--- config.mk ---
export PLATFORM = sky130hd
export DESIGN_NAME = pmcr_bank
export DESIGN_NICKNAME = d
export VERILOG_FILES = /design/src/verilog/pmcr_pkg.sv /design/src/verilog/pmcr_bank.sv
export VERILOG_INCLUDE_DIRS = /design/src /design/src/verilog
export SDC_FILE = /design/constraint.sdc
export NUM_CORES = 1
export LEC_CHECK = 0
export ABC_CLOCK_PERIOD_IN_PS = 1200
export BUFFER_PORTS_ARGS = -buffer_cell sky130_fd_sc_hd__clkbuf_2
export CAP_MARGIN = 20
export CORE_ASPECT_RATIO = 1.2
export CORE_MARGIN = 3
export CORE_UTILIZATION = 38
export CTS_CLUSTER_DIAMETER = 80
export DETAILED_ROUTE_END_ITERATION = 10
export GPL_TIMING_DRIVEN = 0
export PLACE_DENSITY_LB_ADDON = 0.25
export SLEW_MARGIN = 0
export SYNTH_ARGS = -nofsm -noshare
export SYNTH_HDL_FRONTEND = slang
export SYNTH_SLANG_ARGS = --single-unit
--- constraint.sdc ---
create_clock -name CLK -period 1.2 [get_ports CLK]
set_input_delay 0.24 -clock CLK [delete_from_list [all_inputs] [get_ports CLK]]
set_output_delay 0.24 -clock CLK [all_outputs]
set_load 0.02 [all_outputs]
--- src/verilog/pmcr_regs.svh ---
`ifndef PMCR_REGS_SVH
`define PMCR_REGS_SVH

// ********************************************************************
// Register indices (byte address is four times the index)
// ********************************************************************
`define PMCR_DEV_CAP2       10'h064
`define PMCR_DEV_CTL2       10'h068
`define PMCR_DEV_STS2       10'h06A
`define PMCR_LNK_CAP2       10'h06C
`define PMCR_LNK_CTL2       10'h070
`define PMCR_LNK_STS2       10'h072
`define PMCR_SLT_CAP2       10'h074
`define PMCR_SLT_CTL2       10'h078
`define PMCR_SLT_STS2       10'h07A
`define PMCR_PM_HDR         10'h0C0
`define PMCR_FWD_CTRL       10'h0E0
`define PMCR_PORT_STAT      10'h0E4

// ********************************************************************
// Capability header fields
// ********************************************************************
`define PMCR_CAPABILITY_IDENTIFIER_MSB      7
`define PMCR_CAPABILITY_IDENTIFIER_LSB      0
`define PMCR_CAPABILITY_IDENTIFIER_VAL      8'h01
`define PMCR_NXT_MSB        15
`define PMCR_NXT_LSB        8
`define PMCR_NXT_UP         8'h00
`define PMCR_NXT_DOWN       8'hD0
`define PMCR_VER_MSB        18
`define PMCR_VER_LSB        16
`define PMCR_VER_VAL        3'h3
`define PMCR_CLK_BIT        19
`define PMCR_DEVICE_SPECIFIC_INIT_FLAG_BIT      21
`define PMCR_DEVICE_SPECIFIC_INIT_FLAG_DEF      1'h0
`define PMCR_AUX_MSB        24
`define PMCR_AUX_LSB        22
`define PMCR_D1_BIT         25
`define PMCR_D2_BIT         26
`define PMCR_PME_MSB        31
`define PMCR_PME_LSB        27
`define PMCR_PME_DEF        5'h19

// ********************************************************************
// Own control and status fields
// ********************************************************************
`define PMCR_FWD_EN_BIT     0
`define PMCR_FWD_EN_DEF     1'h1
`define PMCR_ST_VALID_BIT   0
`define PMCR_ST_UP_BIT      1
`define PMCR_ST_DROP_BIT    2
`define PMCR_ST_INIT_BIT    3
`define PMCR_ROLE_WAIT      2'h2

`endif

--- src/verilog/pmcr_pkg.sv ---
package pmcr_pkg;

  // Power states as seen by the forwarding logic
  typedef enum logic [2:0] {
    PMCR_D0,
    PMCR_D1,
    PMCR_D2,
    PMCR_D3HOT,
    PMCR_D3COLD
  } pmcr_pwr_t;

  typedef logic [9:0]  pmcr_idx_t;
  typedef logic [31:0] pmcr_word_t;

endpackage : pmcr_pkg

--- src/verilog/pmcr_bank.sv ---
`timescale 1ns/100ps
`include "pmcr_regs.svh"
// Contract
// - Capability id byte always reads one.
// - Upstream port next pointer defaults to zero, end of list.
// - Downstream port next pointer defaults to the MSI structure offset.
// - Version field is read-only and reads three.
// - Wake clock bit is read-only zero.
// - Device specific init flag defaults to zero.
// - Aux current field is read-only zero.
// - D1 and D2 support bits are read-only zero.
// - PME support field defaults to bits 27, 30 and 31 set.
// - Wake messages are never forwarded in D3cold.
// - Loading the PME field changes only the advertised value.
module pmcr_bank (
  // Clock and reset
  input  wire logic        CLK,
  input  wire logic        RST_N,
  // APB slave
  input  wire logic        PSEL,
  input  wire logic        PENABLE,
  input  wire logic        PWRITE,
  input  wire logic [11:0] PADDR,
  input  wire logic [31:0] PWDATA,
  input  wire logic [3:0]  PSTRB,
  output logic             PREADY,
  output logic [31:0]      PRDATA,
  output logic             PSLVERR,
  // Port role strap, from a pin
  input  wire logic        STRAP_UPSTREAM,
  // Initialization load path
  input  wire logic        INIT_WE,
  input  wire logic [31:0] INIT_DATA,
  // Wake message forwarding
  input  wire logic [2:0]  PWR_STATE,
  input  wire logic        PME_IN,
  output logic             PME_FWD
);

  // ******************************************************************
  // Declarations
  // ******************************************************************
  logic                strap_s1_q;
  logic                strap_s2_q;
  logic [1:0]          role_cnt_q;
  logic                role_valid_q;
  logic                upstream_q;
  logic [7:0]          nxt_q;
  logic                device_specific_init_flag_q;
  logic [4:0]          pme_adv_q;
  logic                init_seen_q;
  logic                fwd_en_q;
  logic                drop_q;
  logic                pme_fwd_q;
  logic [31:0]         prdata_q;
  logic                pslverr_q;
  pmcr_pkg::pmcr_word_t hdr;
  pmcr_pkg::pmcr_word_t stat;
  pmcr_pkg::pmcr_word_t rd_word;
  pmcr_pkg::pmcr_idx_t  idx;
  logic                hit;
  logic                rsvd_hit;
  logic                setup;
  logic                access;
  logic                wr_access;
  logic                pme_allowed;
  logic                drop_now;
  logic                drop_clr;
  // Wake behaviour stays frozen to the reset mask, whatever gets loaded
  localparam logic [4:0] pme_fixed_mask = `PMCR_PME_DEF;

  assign setup     = PSEL && !PENABLE;
  assign access    = PSEL && PENABLE;
  assign wr_access = access && PWRITE && !PSLVERR;
  assign idx       = PADDR[11:2];

  // ******************************************************************
  // Strap synchroniser and role capture
  // ******************************************************************
  always_ff @(posedge CLK or negedge RST_N) begin
    if (!RST_N) begin
      strap_s1_q <= 1'b0;
      strap_s2_q <= 1'b0;
    end else begin
      strap_s1_q <= STRAP_UPSTREAM;
      strap_s2_q <= strap_s1_q;
    end
  end

  // Wait until the synchroniser holds a real strap sample
  always_ff @(posedge CLK or negedge RST_N) begin
    if (!RST_N) begin
      role_cnt_q   <= 2'h0;
      role_valid_q <= 1'b0;
      upstream_q   <= 1'b0;
    end else if (!role_valid_q) begin
      if (role_cnt_q == `PMCR_ROLE_WAIT) begin
        role_valid_q <= 1'b1;
        upstream_q   <= strap_s2_q;
      end else begin
        role_cnt_q <= role_cnt_q + 2'h1;
      end
    end
  end

  // ******************************************************************
  // Loadable capability fields
  // ******************************************************************
  // Upstream end of list
  always_ff @(posedge CLK or negedge RST_N) begin
    if (!RST_N) begin
      nxt_q <= `PMCR_NXT_UP;
    end else if (INIT_WE) begin
      nxt_q <= INIT_DATA[`PMCR_NXT_MSB:`PMCR_NXT_LSB];
    end else if (!role_valid_q && role_cnt_q == `PMCR_ROLE_WAIT) begin
      nxt_q <= strap_s2_q ? `PMCR_NXT_UP : `PMCR_NXT_DOWN;
    end
  end

  always_ff @(posedge CLK or negedge RST_N) begin
    if (!RST_N) begin
      device_specific_init_flag_q     <= `PMCR_DEVICE_SPECIFIC_INIT_FLAG_DEF;
      pme_adv_q   <= `PMCR_PME_DEF;
      init_seen_q <= 1'b0;
    end else if (INIT_WE) begin
      device_specific_init_flag_q     <= INIT_DATA[`PMCR_DEVICE_SPECIFIC_INIT_FLAG_BIT];
      pme_adv_q   <= INIT_DATA[`PMCR_PME_MSB:`PMCR_PME_LSB];
      init_seen_q <= 1'b1;
    end
  end

  // ******************************************************************
  // Header word assembly
  // ******************************************************************
  // Fixed capability id
  always_comb begin
    hdr = '0;
    hdr[`PMCR_CAPABILITY_IDENTIFIER_MSB:`PMCR_CAPABILITY_IDENTIFIER_LSB] = `PMCR_CAPABILITY_IDENTIFIER_VAL;
    hdr[`PMCR_NXT_MSB:`PMCR_NXT_LSB]     = nxt_q;
    hdr[`PMCR_VER_MSB:`PMCR_VER_LSB]     = `PMCR_VER_VAL;
    hdr[`PMCR_CLK_BIT]                   = 1'b0;
    hdr[`PMCR_DEVICE_SPECIFIC_INIT_FLAG_BIT]                 = device_specific_init_flag_q;
    hdr[`PMCR_AUX_MSB:`PMCR_AUX_LSB]     = 3'h0;
    hdr[`PMCR_D1_BIT]                    = 1'b0;
    hdr[`PMCR_D2_BIT]                    = 1'b0;
    hdr[`PMCR_PME_MSB:`PMCR_PME_LSB]     = pme_adv_q;
  end

  always_comb begin
    stat = '0;
    stat[`PMCR_ST_VALID_BIT] = role_valid_q;
    stat[`PMCR_ST_UP_BIT]    = upstream_q;
    stat[`PMCR_ST_DROP_BIT]  = drop_q;
    stat[`PMCR_ST_INIT_BIT]  = init_seen_q;
  end

  // ******************************************************************
  // Address decode and read mux
  // ******************************************************************
  // Reserved block reads zero
  always_comb begin
    rsvd_hit = 1'b0;
    hit      = 1'b1;
    rd_word  = '0;
    unique case (idx)
      `PMCR_DEV_CAP2, `PMCR_DEV_CTL2, `PMCR_DEV_STS2,
      `PMCR_LNK_CAP2, `PMCR_LNK_CTL2, `PMCR_LNK_STS2,
      `PMCR_SLT_CAP2, `PMCR_SLT_CTL2, `PMCR_SLT_STS2: begin
        rsvd_hit = 1'b1;
      end
      `PMCR_PM_HDR: begin
        rd_word = hdr;
      end
      `PMCR_FWD_CTRL: begin
        rd_word[`PMCR_FWD_EN_BIT] = fwd_en_q;
      end
      `PMCR_PORT_STAT: begin
        rd_word = stat;
      end
      default: begin
        hit = 1'b0;
      end
    endcase
    // Unaligned byte addresses never match a word
    if (PADDR[1:0] != 2'h0) begin
      hit      = 1'b0;
      rsvd_hit = 1'b0;
      rd_word  = '0;
    end
  end

  // Answer is computed in setup so the access phase needs no wait
  always_ff @(posedge CLK or negedge RST_N) begin
    if (!RST_N) begin
      prdata_q  <= 32'h0000_0000;
      pslverr_q <= 1'b0;
    end else if (setup) begin
      prdata_q  <= PWRITE ? 32'h0000_0000 : rd_word;
      pslverr_q <= !hit;
    end else if (!PSEL) begin
      prdata_q  <= 32'h0000_0000;
      pslverr_q <= 1'b0;
    end
  end

  assign PREADY  = 1'b1;
  assign PRDATA  = prdata_q;
  assign PSLVERR = pslverr_q && access;

  // ******************************************************************
  // Software control register
  // ******************************************************************
  always_ff @(posedge CLK or negedge RST_N) begin
    if (!RST_N) begin
      fwd_en_q <= `PMCR_FWD_EN_DEF;
    end else if (wr_access && idx == `PMCR_FWD_CTRL && PSTRB[0]) begin
      fwd_en_q <= PWDATA[`PMCR_FWD_EN_BIT];
    end
  end

  // ******************************************************************
  // Wake message forwarding
  // ******************************************************************
  // Never in D3cold
  always_comb begin
    pme_allowed = 1'b0;
    unique case (PWR_STATE)
      pmcr_pkg::PMCR_D0:     pme_allowed = pme_fixed_mask[0];
      pmcr_pkg::PMCR_D1:     pme_allowed = pme_fixed_mask[1];
      pmcr_pkg::PMCR_D2:     pme_allowed = pme_fixed_mask[2];
      pmcr_pkg::PMCR_D3HOT:  pme_allowed = pme_fixed_mask[3];
      pmcr_pkg::PMCR_D3COLD: pme_allowed = 1'b0;
      default:               pme_allowed = 1'b0;
    endcase
  end

  assign drop_now = PME_IN && !(pme_allowed && fwd_en_q);
  assign drop_clr = wr_access && idx == `PMCR_PORT_STAT && PSTRB[0]
                    && PWDATA[`PMCR_ST_DROP_BIT];

  always_ff @(posedge CLK or negedge RST_N) begin
    if (!RST_N) begin
      pme_fwd_q <= 1'b0;
    end else begin
      pme_fwd_q <= PME_IN && pme_allowed && fwd_en_q;
    end
  end

  // Set wins over a clear in the same cycle
  always_ff @(posedge CLK or negedge RST_N) begin
    if (!RST_N) begin
      drop_q <= 1'b0;
    end else if (drop_now) begin
      drop_q <= 1'b1;
    end else if (drop_clr) begin
      drop_q <= 1'b0;
    end
  end

  assign PME_FWD = pme_fwd_q;
endmodule : pmcr_bank

* After elaboration in Yosys (flattened, before gate mapping)
Cells that the tools add are included.
** Operators by class
- Reduce and logical (&&, ||, !) cells :: 28
- Equal/unequal tests :: 15
- $add $sub $neg :: 1
- Muxes and demuxes :: 18
- Bitwise operators :: 2
- Shift-type cells :: 0
- Div/mod/pow operators :: 0
- Multipliers :: 0
- $lt $le $gt $ge :: 0
** Operator list (number)
- $mux 32 :: 4
- $eq 10x7->1 const B :: 9
- $pmux 31 s2 :: 1
- $eq 10x8->1 const B :: 3
- $mux 8 :: 3
- $logic_and 1x1->1 :: 15
- $reduce_or 12->1 :: 1
- $mux 1 :: 9
- $reduce_bool 2->1 :: 3
- $logic_not 1->1 :: 5
- $reduce_and 2->1 :: 2
- $eq 3x2->1 const B :: 1
- $logic_not 3->1 :: 1
- $pmux 1 s3 :: 1
- $add 2x1->2 const B :: 1
- $eq 2x2->1 const B :: 1
- $ne 2x1->1 const B :: 1
- $not 1->1 :: 2
- $reduce_or 2->1 :: 1
** Storage, ports and cells
- Word-level logic and storage cells :: 78
- Memories :: 0
- Bits in registers :: 57
- Memory bits (read-only) :: 0
- Output and inout port bits :: 35
- Latch bits :: 0
- Bits in writable memories :: 0
- Input port bits :: 91

* Depth between registers and ports, before layout
Gate-level depths: netlist of the first run.
- Depth in word-level cells :: 9
- Mapped depth :: 6
- Depth with buffers taken out :: 6

* Least setup slack after synthesis of the first run
OpenSTA, ideal clock, no wires.
- Path kind :: input to register
- From :: in PADDR[11]
- To :: reg prdata_q[10], in the netlist PRDATA[10]
- Stages :: 5
- Data arrival time :: 1.175 ns
- Setup slack :: -0.039 ns
- Required time :: 1.136 ns
- Library setup time :: 0.064 ns
- Path buffers :: 1
- Cells stage by stage :: nor4_4 > nand4_2 > nor3_4 > buf_6 > a22o_2
** Between the ends
- Word-level cells in the longest chain between the ends :: 5
- Elaborated cells between the ends (all ways) :: 6
- Classes of those cells :: eq/ne (2); mux (4)
** RTL lines
- from (decl) :: RTL line pmcr_bank.sv:23 : input wire logic [11:0] PADDR,
- $eq 10x8->1 :: RTL line pmcr_bank.sv:165 : unique case (idx)
- $pmux 31 s2 * :: RTL line pmcr_bank.sv:165
- $mux 32 * :: RTL line pmcr_bank.sv:185 : if (PADDR[1:0] != 2'h0) begin
- $mux 32 * :: RTL line pmcr_bank.sv:198 : prdata_q <= PWRITE ? 32'h0000_0000 : rd_word;
- $mux 32 * :: RTL line pmcr_bank.sv:197 : end else if (setup) begin
- to (signal assigned) :: RTL line pmcr_bank.sv:198
- to (decl) :: RTL line pmcr_bank.sv:55 : logic [31:0] prdata_q;
Mark *: on every way between the ends. The rest lies on a longest branch, timed or not.
A chain may end at the register's enable or synchronous reset.

* Worst setup path after layout of the first run
- From :: reg pslverr_q
- To :: reg fwd_en_q
** Between the ends
- Word-level cells in the longest chain between the ends :: 5
** RTL lines
- from (decl) :: RTL line pmcr_bank.sv:56 : logic pslverr_q;
- from (signal assigned) :: RTL line pmcr_bank.sv:199 : pslverr_q <= !hit;
- $logic_and 1x1->1 :: RTL line pmcr_bank.sv:208 : assign PSLVERR = pslverr_q && access;
- $logic_not 1->1 :: RTL line pmcr_bank.sv:74 : assign wr_access = access && PWRITE && !PSLVERR;
- $logic_and 1x1->1 :: RTL line pmcr_bank.sv:74
- $logic_and 1x1->1 (no source line)
- $logic_and 1x1->1 :: RTL line pmcr_bank.sv:216 : end else if (wr_access && idx == `PMCR_FWD_CTRL && PSTRB[0]) begin
- to (signal assigned) :: RTL line pmcr_bank.sv:215 : fwd_en_q <= `PMCR_FWD_EN_DEF;
- to (signal assigned) :: RTL line pmcr_bank.sv:217 : fwd_en_q <= PWDATA[`PMCR_FWD_EN_BIT];
- to (decl) :: RTL line pmcr_bank.sv:52 : logic fwd_en_q;
No other way between the ends.

==> results of run 1 <==
## repair_timing
item                                    4_1_cts  5_1_grt
pin swaps                                     4        7
endpoints found under the setup margin       19       28
hold buffers                                  0        1
endpoints found under the hold margin         0       10
buffers inserted                              4        3
gates resized for setup                      10       32
cloned                                        0        1
## flip-flops by register name, indices dropped and copies added (netlist names)
register / flops
fwd_en_q: 1
role_cnt_q: 2
drop_q: 1
PRDATA: 19
role_valid_q: 1
pme_adv_q: 5
device_specific_init_flag_q: 1
init_seen_q: 1
strap_s1_q: 1
PME_FWD: 1
nxt_q: 8
upstream_q: 1
strap_s2_q: 1
pslverr_q: 1
## critical path, delay by kind of cell, from the launching register on
kind,cells,cell delay (ns)
DFF,1,0.38
and+or+nand+nor,3,0.49
muxes,1,0.30
## per-stage QoR
stage | worst slack [ns] | power [mW]
6_report | -0.0522 | 2.78
5_1_grt | -0.136 | 2.92
4_1_cts | -0.0746 | 2.78
3_5_place_dp | -0.414 | 1.89
3_3_place_gp | -0.368 | 1.89
2_1_floorplan | -0.0387 | 1.76
## cell families after synthesis
family                   Yosys count  synth area share (%)
flip-flops                        44                  57.3
AND/OR/NAND/NOR                   43                  12.6
AO/OA/AOI/OAI                     40                  15.1
buffers and inverters             26                  9.07
multiplexers                       7                  4.08
other                              2                 0.389
XOR/XNOR                           2                 0.907
adder cells (fa/ha/maj)            1                 0.648
## power groups by stage
stage                     combinational [mW]  clock (mW)  sequential [mW]
after floorplan                        0.168           0             1.59
after global placement                 0.293           0             1.59
after detailed placement               0.296           0             1.60
after CTS                              0.300       0.914             1.57
after global routing                   0.354       0.982             1.58
final                                  0.319       0.885             1.57
## routing by layer
layer | up-vias | part of all wire (%)
met1 | 675 | 41
met3 | 5 | 5.5
met4 | 0 | 1.6
met2 | 38 | 51
met5 | - | 0
li1 | 717 | -
## worst paths after layout
check	slack (ns)	end
max in group asynchronous	0.26	pme_adv_q[0]
worst max-delay path	-0.05	fwd_en_q
worst max register to register	-0.05	fwd_en_q
worst min register to register	0.37	strap_s2_q
worst min-delay path	0.05	strap_s1_q
min in group asynchronous	0.38	PME_FWD
## placed cells by master (no fill, tap or decap), types with 2 or more instances in the layout
| cell type | netlist | routed |
|---|---|---|
| nand2_1 | 22 | 21 |
| a22o_1 | 8 | 8 |
| clkbuf_2 | 0 | 57 |
| a31oi_1 | 2 | 2 |
| and3_1 | 2 | 2 |
| dfstp_2 | 4 | 4 |
| dfrtp_1 | 40 | 40 |
| o21ai_1 | 0 | 4 |
| buf_12 | 1 | 2 |
| clkbuf_8 | 0 | 7 |
| o21ai_0 | 15 | 8 |
| o21ai_2 | 0 | 3 |
| mux2_2 | 7 | 6 |
| nor2_1 | 4 | 3 |
| conb_1 | 2 | 13 |
| a22o_4 | 0 | 7 |
| buf_6 | 1 | 4 |
| a22o_2 | 9 | 2 |
| inv_1 | 5 | 4 |
| nor3_1 | 2 | 2 |
| buf_4 | 14 | 18 |
| buf_2 | 1 | 2 |
| clkbuf_1 | 4 | 4 |
## final cells by class
type	instances	area, µm²
Tap cell	58	72.6
Clock buffer	7	76.3
Sequential cell	44	1110
Inverter	5	18.8
Fill cell	428	2120
Clock inverter	1	5.00
Timing Repair Buffer	70	429
Multi-Input combinational cell	106	785
Buffer	19	146
==> flow_summary_export.csv, run 1 <==
group,metric,value,unit
timing,slew_viol_final,0,
clock_network,htree_levels,2,
yosys,synth_commonest_cells,"dfrtp_1 (40), nand2_1 (22), o21ai_0 (15), buf_4 (14), a22o_2 (9)",
clock_network,cts_tree,"yes",
pwr,p_seq_share,56.7,%
placement,place.port_buffers,60,
critical_path,critPathLaunchType,"flop",
global_route,grt_util_met1,16.1,%
cells_and_area,nNetsFinal,343,
critical_path,path_max_fanout,3,
global_route,grt_pass1_vias,1437,
pwr,leakage,1.39,nW
placement,dp_hpwl,2.98,mm
critical_path,rr_startpoint,"pslverr_q",
pwr,switching_share,24.4,%
pwr,p_int,2.10,mW
min_path,hold_class,"in2reg",
placement,dp.cells,294,
global_route,grt.busiest_layer,"met2",
critical_path,cp-end-kind,"flop",
clock_network,clk_path_buf_depth,2,
min_path,holdCritStartpoint,"STRAP_UPSTREAM",
cells_and_area,n_antenna_cell,0,
route,wl_per_cell,13.5,µm
yosys,syn_inst,165,
timing,setup_ws,-0.0522,ns
pwr,p_switching,679,µW
critical_path,slowest_stage,"dfrtp_1",
status,violations,"negative setup slack",
yosys,netlist_area,1930,µm²
cells_and_area,final_cell_area,2640,µm²
clock_network,cts_root_buf,"clkbuf_8",
timing,setup_tns,-0.0734,ns
yosys,synth_top_area_cell,"dfrtp_1",
cells_and_area,area_growth_syn_to_layout,36.6,%
global_route,met2_usage,24.6,%
min_path,min_path_cells,1,
placement,gp_routability_congestion,0.697,
timing,clock_skew,0.00671,ns
cells_and_area,drive_above_1_share,51.2,%
floorplan,io_pins,126,
pwr,irDropWorstVdd,0.000566,V
timing,period_minus_slack,1.25,ns
floorplan,coreArea,4760,µm²
timing,post-route-period-util,104,%
floorplan,initial_core_util,40.6,%
status,status,"finished with violations",
route,viasPerCell,4.63,
yosys,async_flop_share,100,%
yosys,synth-seq-area-share,57.3,%
placement,postPlaceCellArea,2350,µm²
global_route,grt_use_total,14.1,%
critical_path,arrival,1.47,ns
yosys,yosysMostFrequentCell,"dfrtp_1",
clock_network,clk_pin_slew_worst_paths,0.07,ns
floorplan,rows,27,
pwr,clkPwrFrac,31.9,%
timing,fin_hold_ws,0.0507,ns
route,drcViolationCount,0,
critical_path,crit_start,"pslverr_q",
cells_and_area,instances_no_fill,310,
clock_network,cts_buffers,5,
critical_path,crit_chain,"and4b_1, nand4_1, nor2_2, mux2_4",
pwr,powerDensity,1050,nW/µm²
global_route,overflow,0,
yosys,synth_top_area_share,51.8,%
route,vias,1435,
critical_path,required,1.42,ns
global_route,grt_max_degree,45,
floorplan,fp.dieH,84.1,µm
timing,max_freq,799,MHz
yosys,yosys-top-cells-area,"dfrtp_1 (52%), buf_4 (5.4%), dfstp_2 (5.4%), a22o_2 (4.7%), nand2_1 (4.3%)",
yosys,ys_types,38,
critical_path,worstRegToRegCells,4,
pwr,p_comb_share,11.5,%
route,routed_wl,4.19,mm
global_route,use_met3,4.10,%
critical_path,cp_slowest_stage_delay,0.38,ns
yosys,synth_warnings,0,
yosys,synth_ff_type,"dfrtp_1",
route,drtPass1Iterations,4,
timing,finalSetupViolCount,3,
clock_network,cts.sinks,44,
global_route,antenna_found_initial,0,
yosys,synth-edff-count,0,
route,drt-initial-drc-count,70,
floorplan,die_w,71.1,µm
route,ant_nets,0,
floorplan,dieArea,5980,µm²
cells_and_area,fin_util,55.4,%
clock_network,insertion_delay,0.30,ns
timing,rsz0062_at_grt,"true",
job,cap_violations,0,
yosys,ys_seq_elements,44,
critical_path,path_class,"reg2reg",
timing,hold_viol,0,
yosys,syn_avg_cell_area,11.7,µm²
global_route,grt_pass1_wl,6.65,mm
Power figures use the tool's default switching activity.
==> run 2: changes to the inputs <==
- SETUP_SLACK_MARGIN: unset -> 0.2
==> run 2 against run 1 <==
Net effect: the flow finishes with violations (negative hold slack, negative setup slack); clock power rose by 50%; register-to-register slack got worse by 0.02 ns; sequential cell count did not move; die area did not move; largest power group unchanged; highest routed layer unchanged; routed wire length up 6.4%.
==> flow_summary_export.csv, run 2 (synthesis gave the netlist of run 1 again) <==
group,metric,value,unit
route,viasPerCell,4.75,
clock_network,cts_buffers,5,
clock_network,clk_path_buf_depth,2,
timing,period_minus_slack,1.28,ns
cells_and_area,regArea,1110,µm²
cells_and_area,largest_register_ffs,19,
clock_network,insertion_delay,0.30,ns
route,drcViolationCount,0,
floorplan,fp.dieH,84.1,µm
critical_path,cp-endpoint,"fwd_en_q",
route,drt-initial-drc-count,50,
floorplan,initial_core_util,40.6,%
timing,max_freq,784,MHz
route,wl_met1,1.76,mm
clock_network,cts_root_buf,"clkbuf_8",
clock_network,htree_levels,2,
global_route,grt_pass1_wl,7.23,mm
job,cap_violations,0,
global_route,grt_pass1_vias,1594,
critical_path,rr_startpoint,"pslverr_q",
cells_and_area,drive_above_1_share,59.9,%
route,routed_wl,4.46,mm
status,status,"finished with violations",
floorplan,die_w,71.1,µm
critical_path,path_max_fanout,3,
timing,slew-limit-headroom,63.3,%
cells_and_area,nFillCells,357,
timing,clock_skew,0.00801,ns
critical_path,critPathBufInv,0,
cells_and_area,final_cell_area,3160,µm²
timing,finalSetupViolCount,3,
critical_path,path_class,"reg2reg",
critical_path,critPathTopFamily,"simple AND/OR/NAND/NOR gates",
global_route,grt_max_degree,45,
critical_path,crit_chain,"and4b_1, nand4_1, nor2_2, mux2_4",
placement,postPlaceCellArea,2370,µm²
global_route,overflow,0,
cells_and_area,layout_common_cells,"dfrtp_1 (40), clkbuf_2 (37), buf_4 (34)",
floorplan,io_pins,126,
timing,hold_viol,15,
route,routed.top_layer,"met4",
cells_and_area,area_growth_syn_to_layout,63.7,%
clock_network,clk_pin_slew_worst_paths,0.08,ns
critical_path,worstRegToRegCells,4,
placement,dp_hpwl,2.88,mm
placement,gp_routability_congestion,0.700,
route,drtPass1Iterations,4,
cells_and_area,nNetsFinal,365,
cells_and_area,final_common_cell,"dfrtp_1",
route,ant_nets,0,
timing,setup_tns,-0.141,ns
clock_network,postCtsHoldBufs,0,
timing,rsz0062_at_grt,"true",
floorplan,rows,27,
critical_path,arrival,1.50,ns
placement,place.port_buffers,60,
floorplan,coreArea,4760,µm²
timing,setup_ws,-0.0759,ns
pwr,leakage,1.64,nW
cells_and_area,n_antenna_cell,0,
critical_path,slowest_stage,"dfrtp_1",
timing,post-route-period-util,106,%
floorplan,dieArea,5980,µm²
status,violations,"negative hold slack, negative setup slack",
pwr,irDropWorstVdd,0.000498,V
route,wl_per_cell,13.4,µm
route,vias,1577,
critical_path,crit_start,"pslverr_q",
timing,worst_pin_slew,0.551,ns
clock_network,cts_tree,"yes",
pwr,powerDensity,1030,nW/µm²
route,wl_met3,316,µm
critical_path,cp_slowest_stage_delay,0.40,ns
critical_path,critPathLaunchType,"flop",
cells_and_area,multiInputGateArea,853,µm²
critical_path,required,1.43,ns
critical_path,timing.rr.end,"fwd_en_q",
placement,place_ws,-0.338,ns
timing,slew_viol_final,0,
critical_path,rrSetupSlack,-0.08,ns
cells_and_area,fin_util,66.4,%
critical_path,cp-end-kind,"flop",
min_path,hold_class,"in2async",
timing,fin_hold_ws,-0.0878,ns
critical_path,crit_cells,4,
route,wl_met2,2.32,mm
global_route,grt_use_total,15.2,%
clock_network,cts.sinks,44,
global_route,antenna_found_initial,0,
==> run 2: changes by cell type in the layout (fill, tap and decap cells not counted), moves of 4 or more <==
| cell | delta |
|---|---|
| buf_8 | +4 |
| o21ai_1 | +6 |
| buf_6 | +6 |
| buf_4 | +16 |
| nand2_1 | -7 |
| clkbuf_2 | -20 |
| o21ai_0 | -6 |
| nand2_2 | +7 |
| clkbuf_8 | +18 |
==> run 2: worst min path at each step <==
stage / from / endpoint / slack [ns] / depth (start not counted)
finish: RST_N / PRDATA[27] / -0.09 / 1
global route: RST_N / PRDATA[27] / -0.07 / 1
detailed placement: strap_s1_q / strap_s2_q / 0.34 / 0
global placement: strap_s1_q / strap_s2_q / 0.33 / 0
CTS: STRAP_UPSTREAM / strap_s1_q / 0.04 / 1
floorplan: RST_N / PME_FWD / -0.06 / 0
==> run 2: layer usage <==
| metal | track usage (%) | vias to the layer above |
|---|---|---|
| met5 | 0 | - |
| met1 | 18.7 | 750 |
| met4 | 5.13 | 0 |
| met3 | 5.42 | 6 |
| met2 | 24.6 | 57 |
| li1 | - | 764 |
==> run 2: stage by stage <==
step           total power [mW]  instances
2_1_floorplan              1.76        176
3_3_place_gp               1.89        294
3_5_place_dp               1.90        294
4_1_cts                    3.24        322
5_1_grt                    3.38        332
6_report                   3.25        332
==> run 2: where the power goes <==
part	internal (mW)	switching [mW]	total (mW)	leakage (nW)
clock network	0.832	0.496	1.33	0.0654
logic	0.162	0.178	0.340	1.02
registers	1.54	0.0375	1.58	0.550
total	2.54	0.711	3.25	1.64
==> run 2: cell type report <==
class,count,share of cell area [%]
Buffer,21,5.70
Inverter,5,0.593
Clock inverter,2,1.90
Multi-Input combinational cell,106,27.0
Clock buffer,6,2.29
Sequential cell,44,35.0
Tap cell,58,2.29
Timing Repair Buffer,90,25.3
==> run 2: worst register-to-register path: cells and delay by family, from the launching register on <==
kind          cells  cell delay, ns
simple gates      3            0.51
mux               1            0.30
flops             1            0.40
==> run 2: timing repair <==
item,4_1_cts,5_1_grt
hold endpoints to repair,0,15
setup endpoints to repair,55,58
setup buffers,19,9
gates resized for setup,72,32
cloned,1,0
pin swaps,16,18
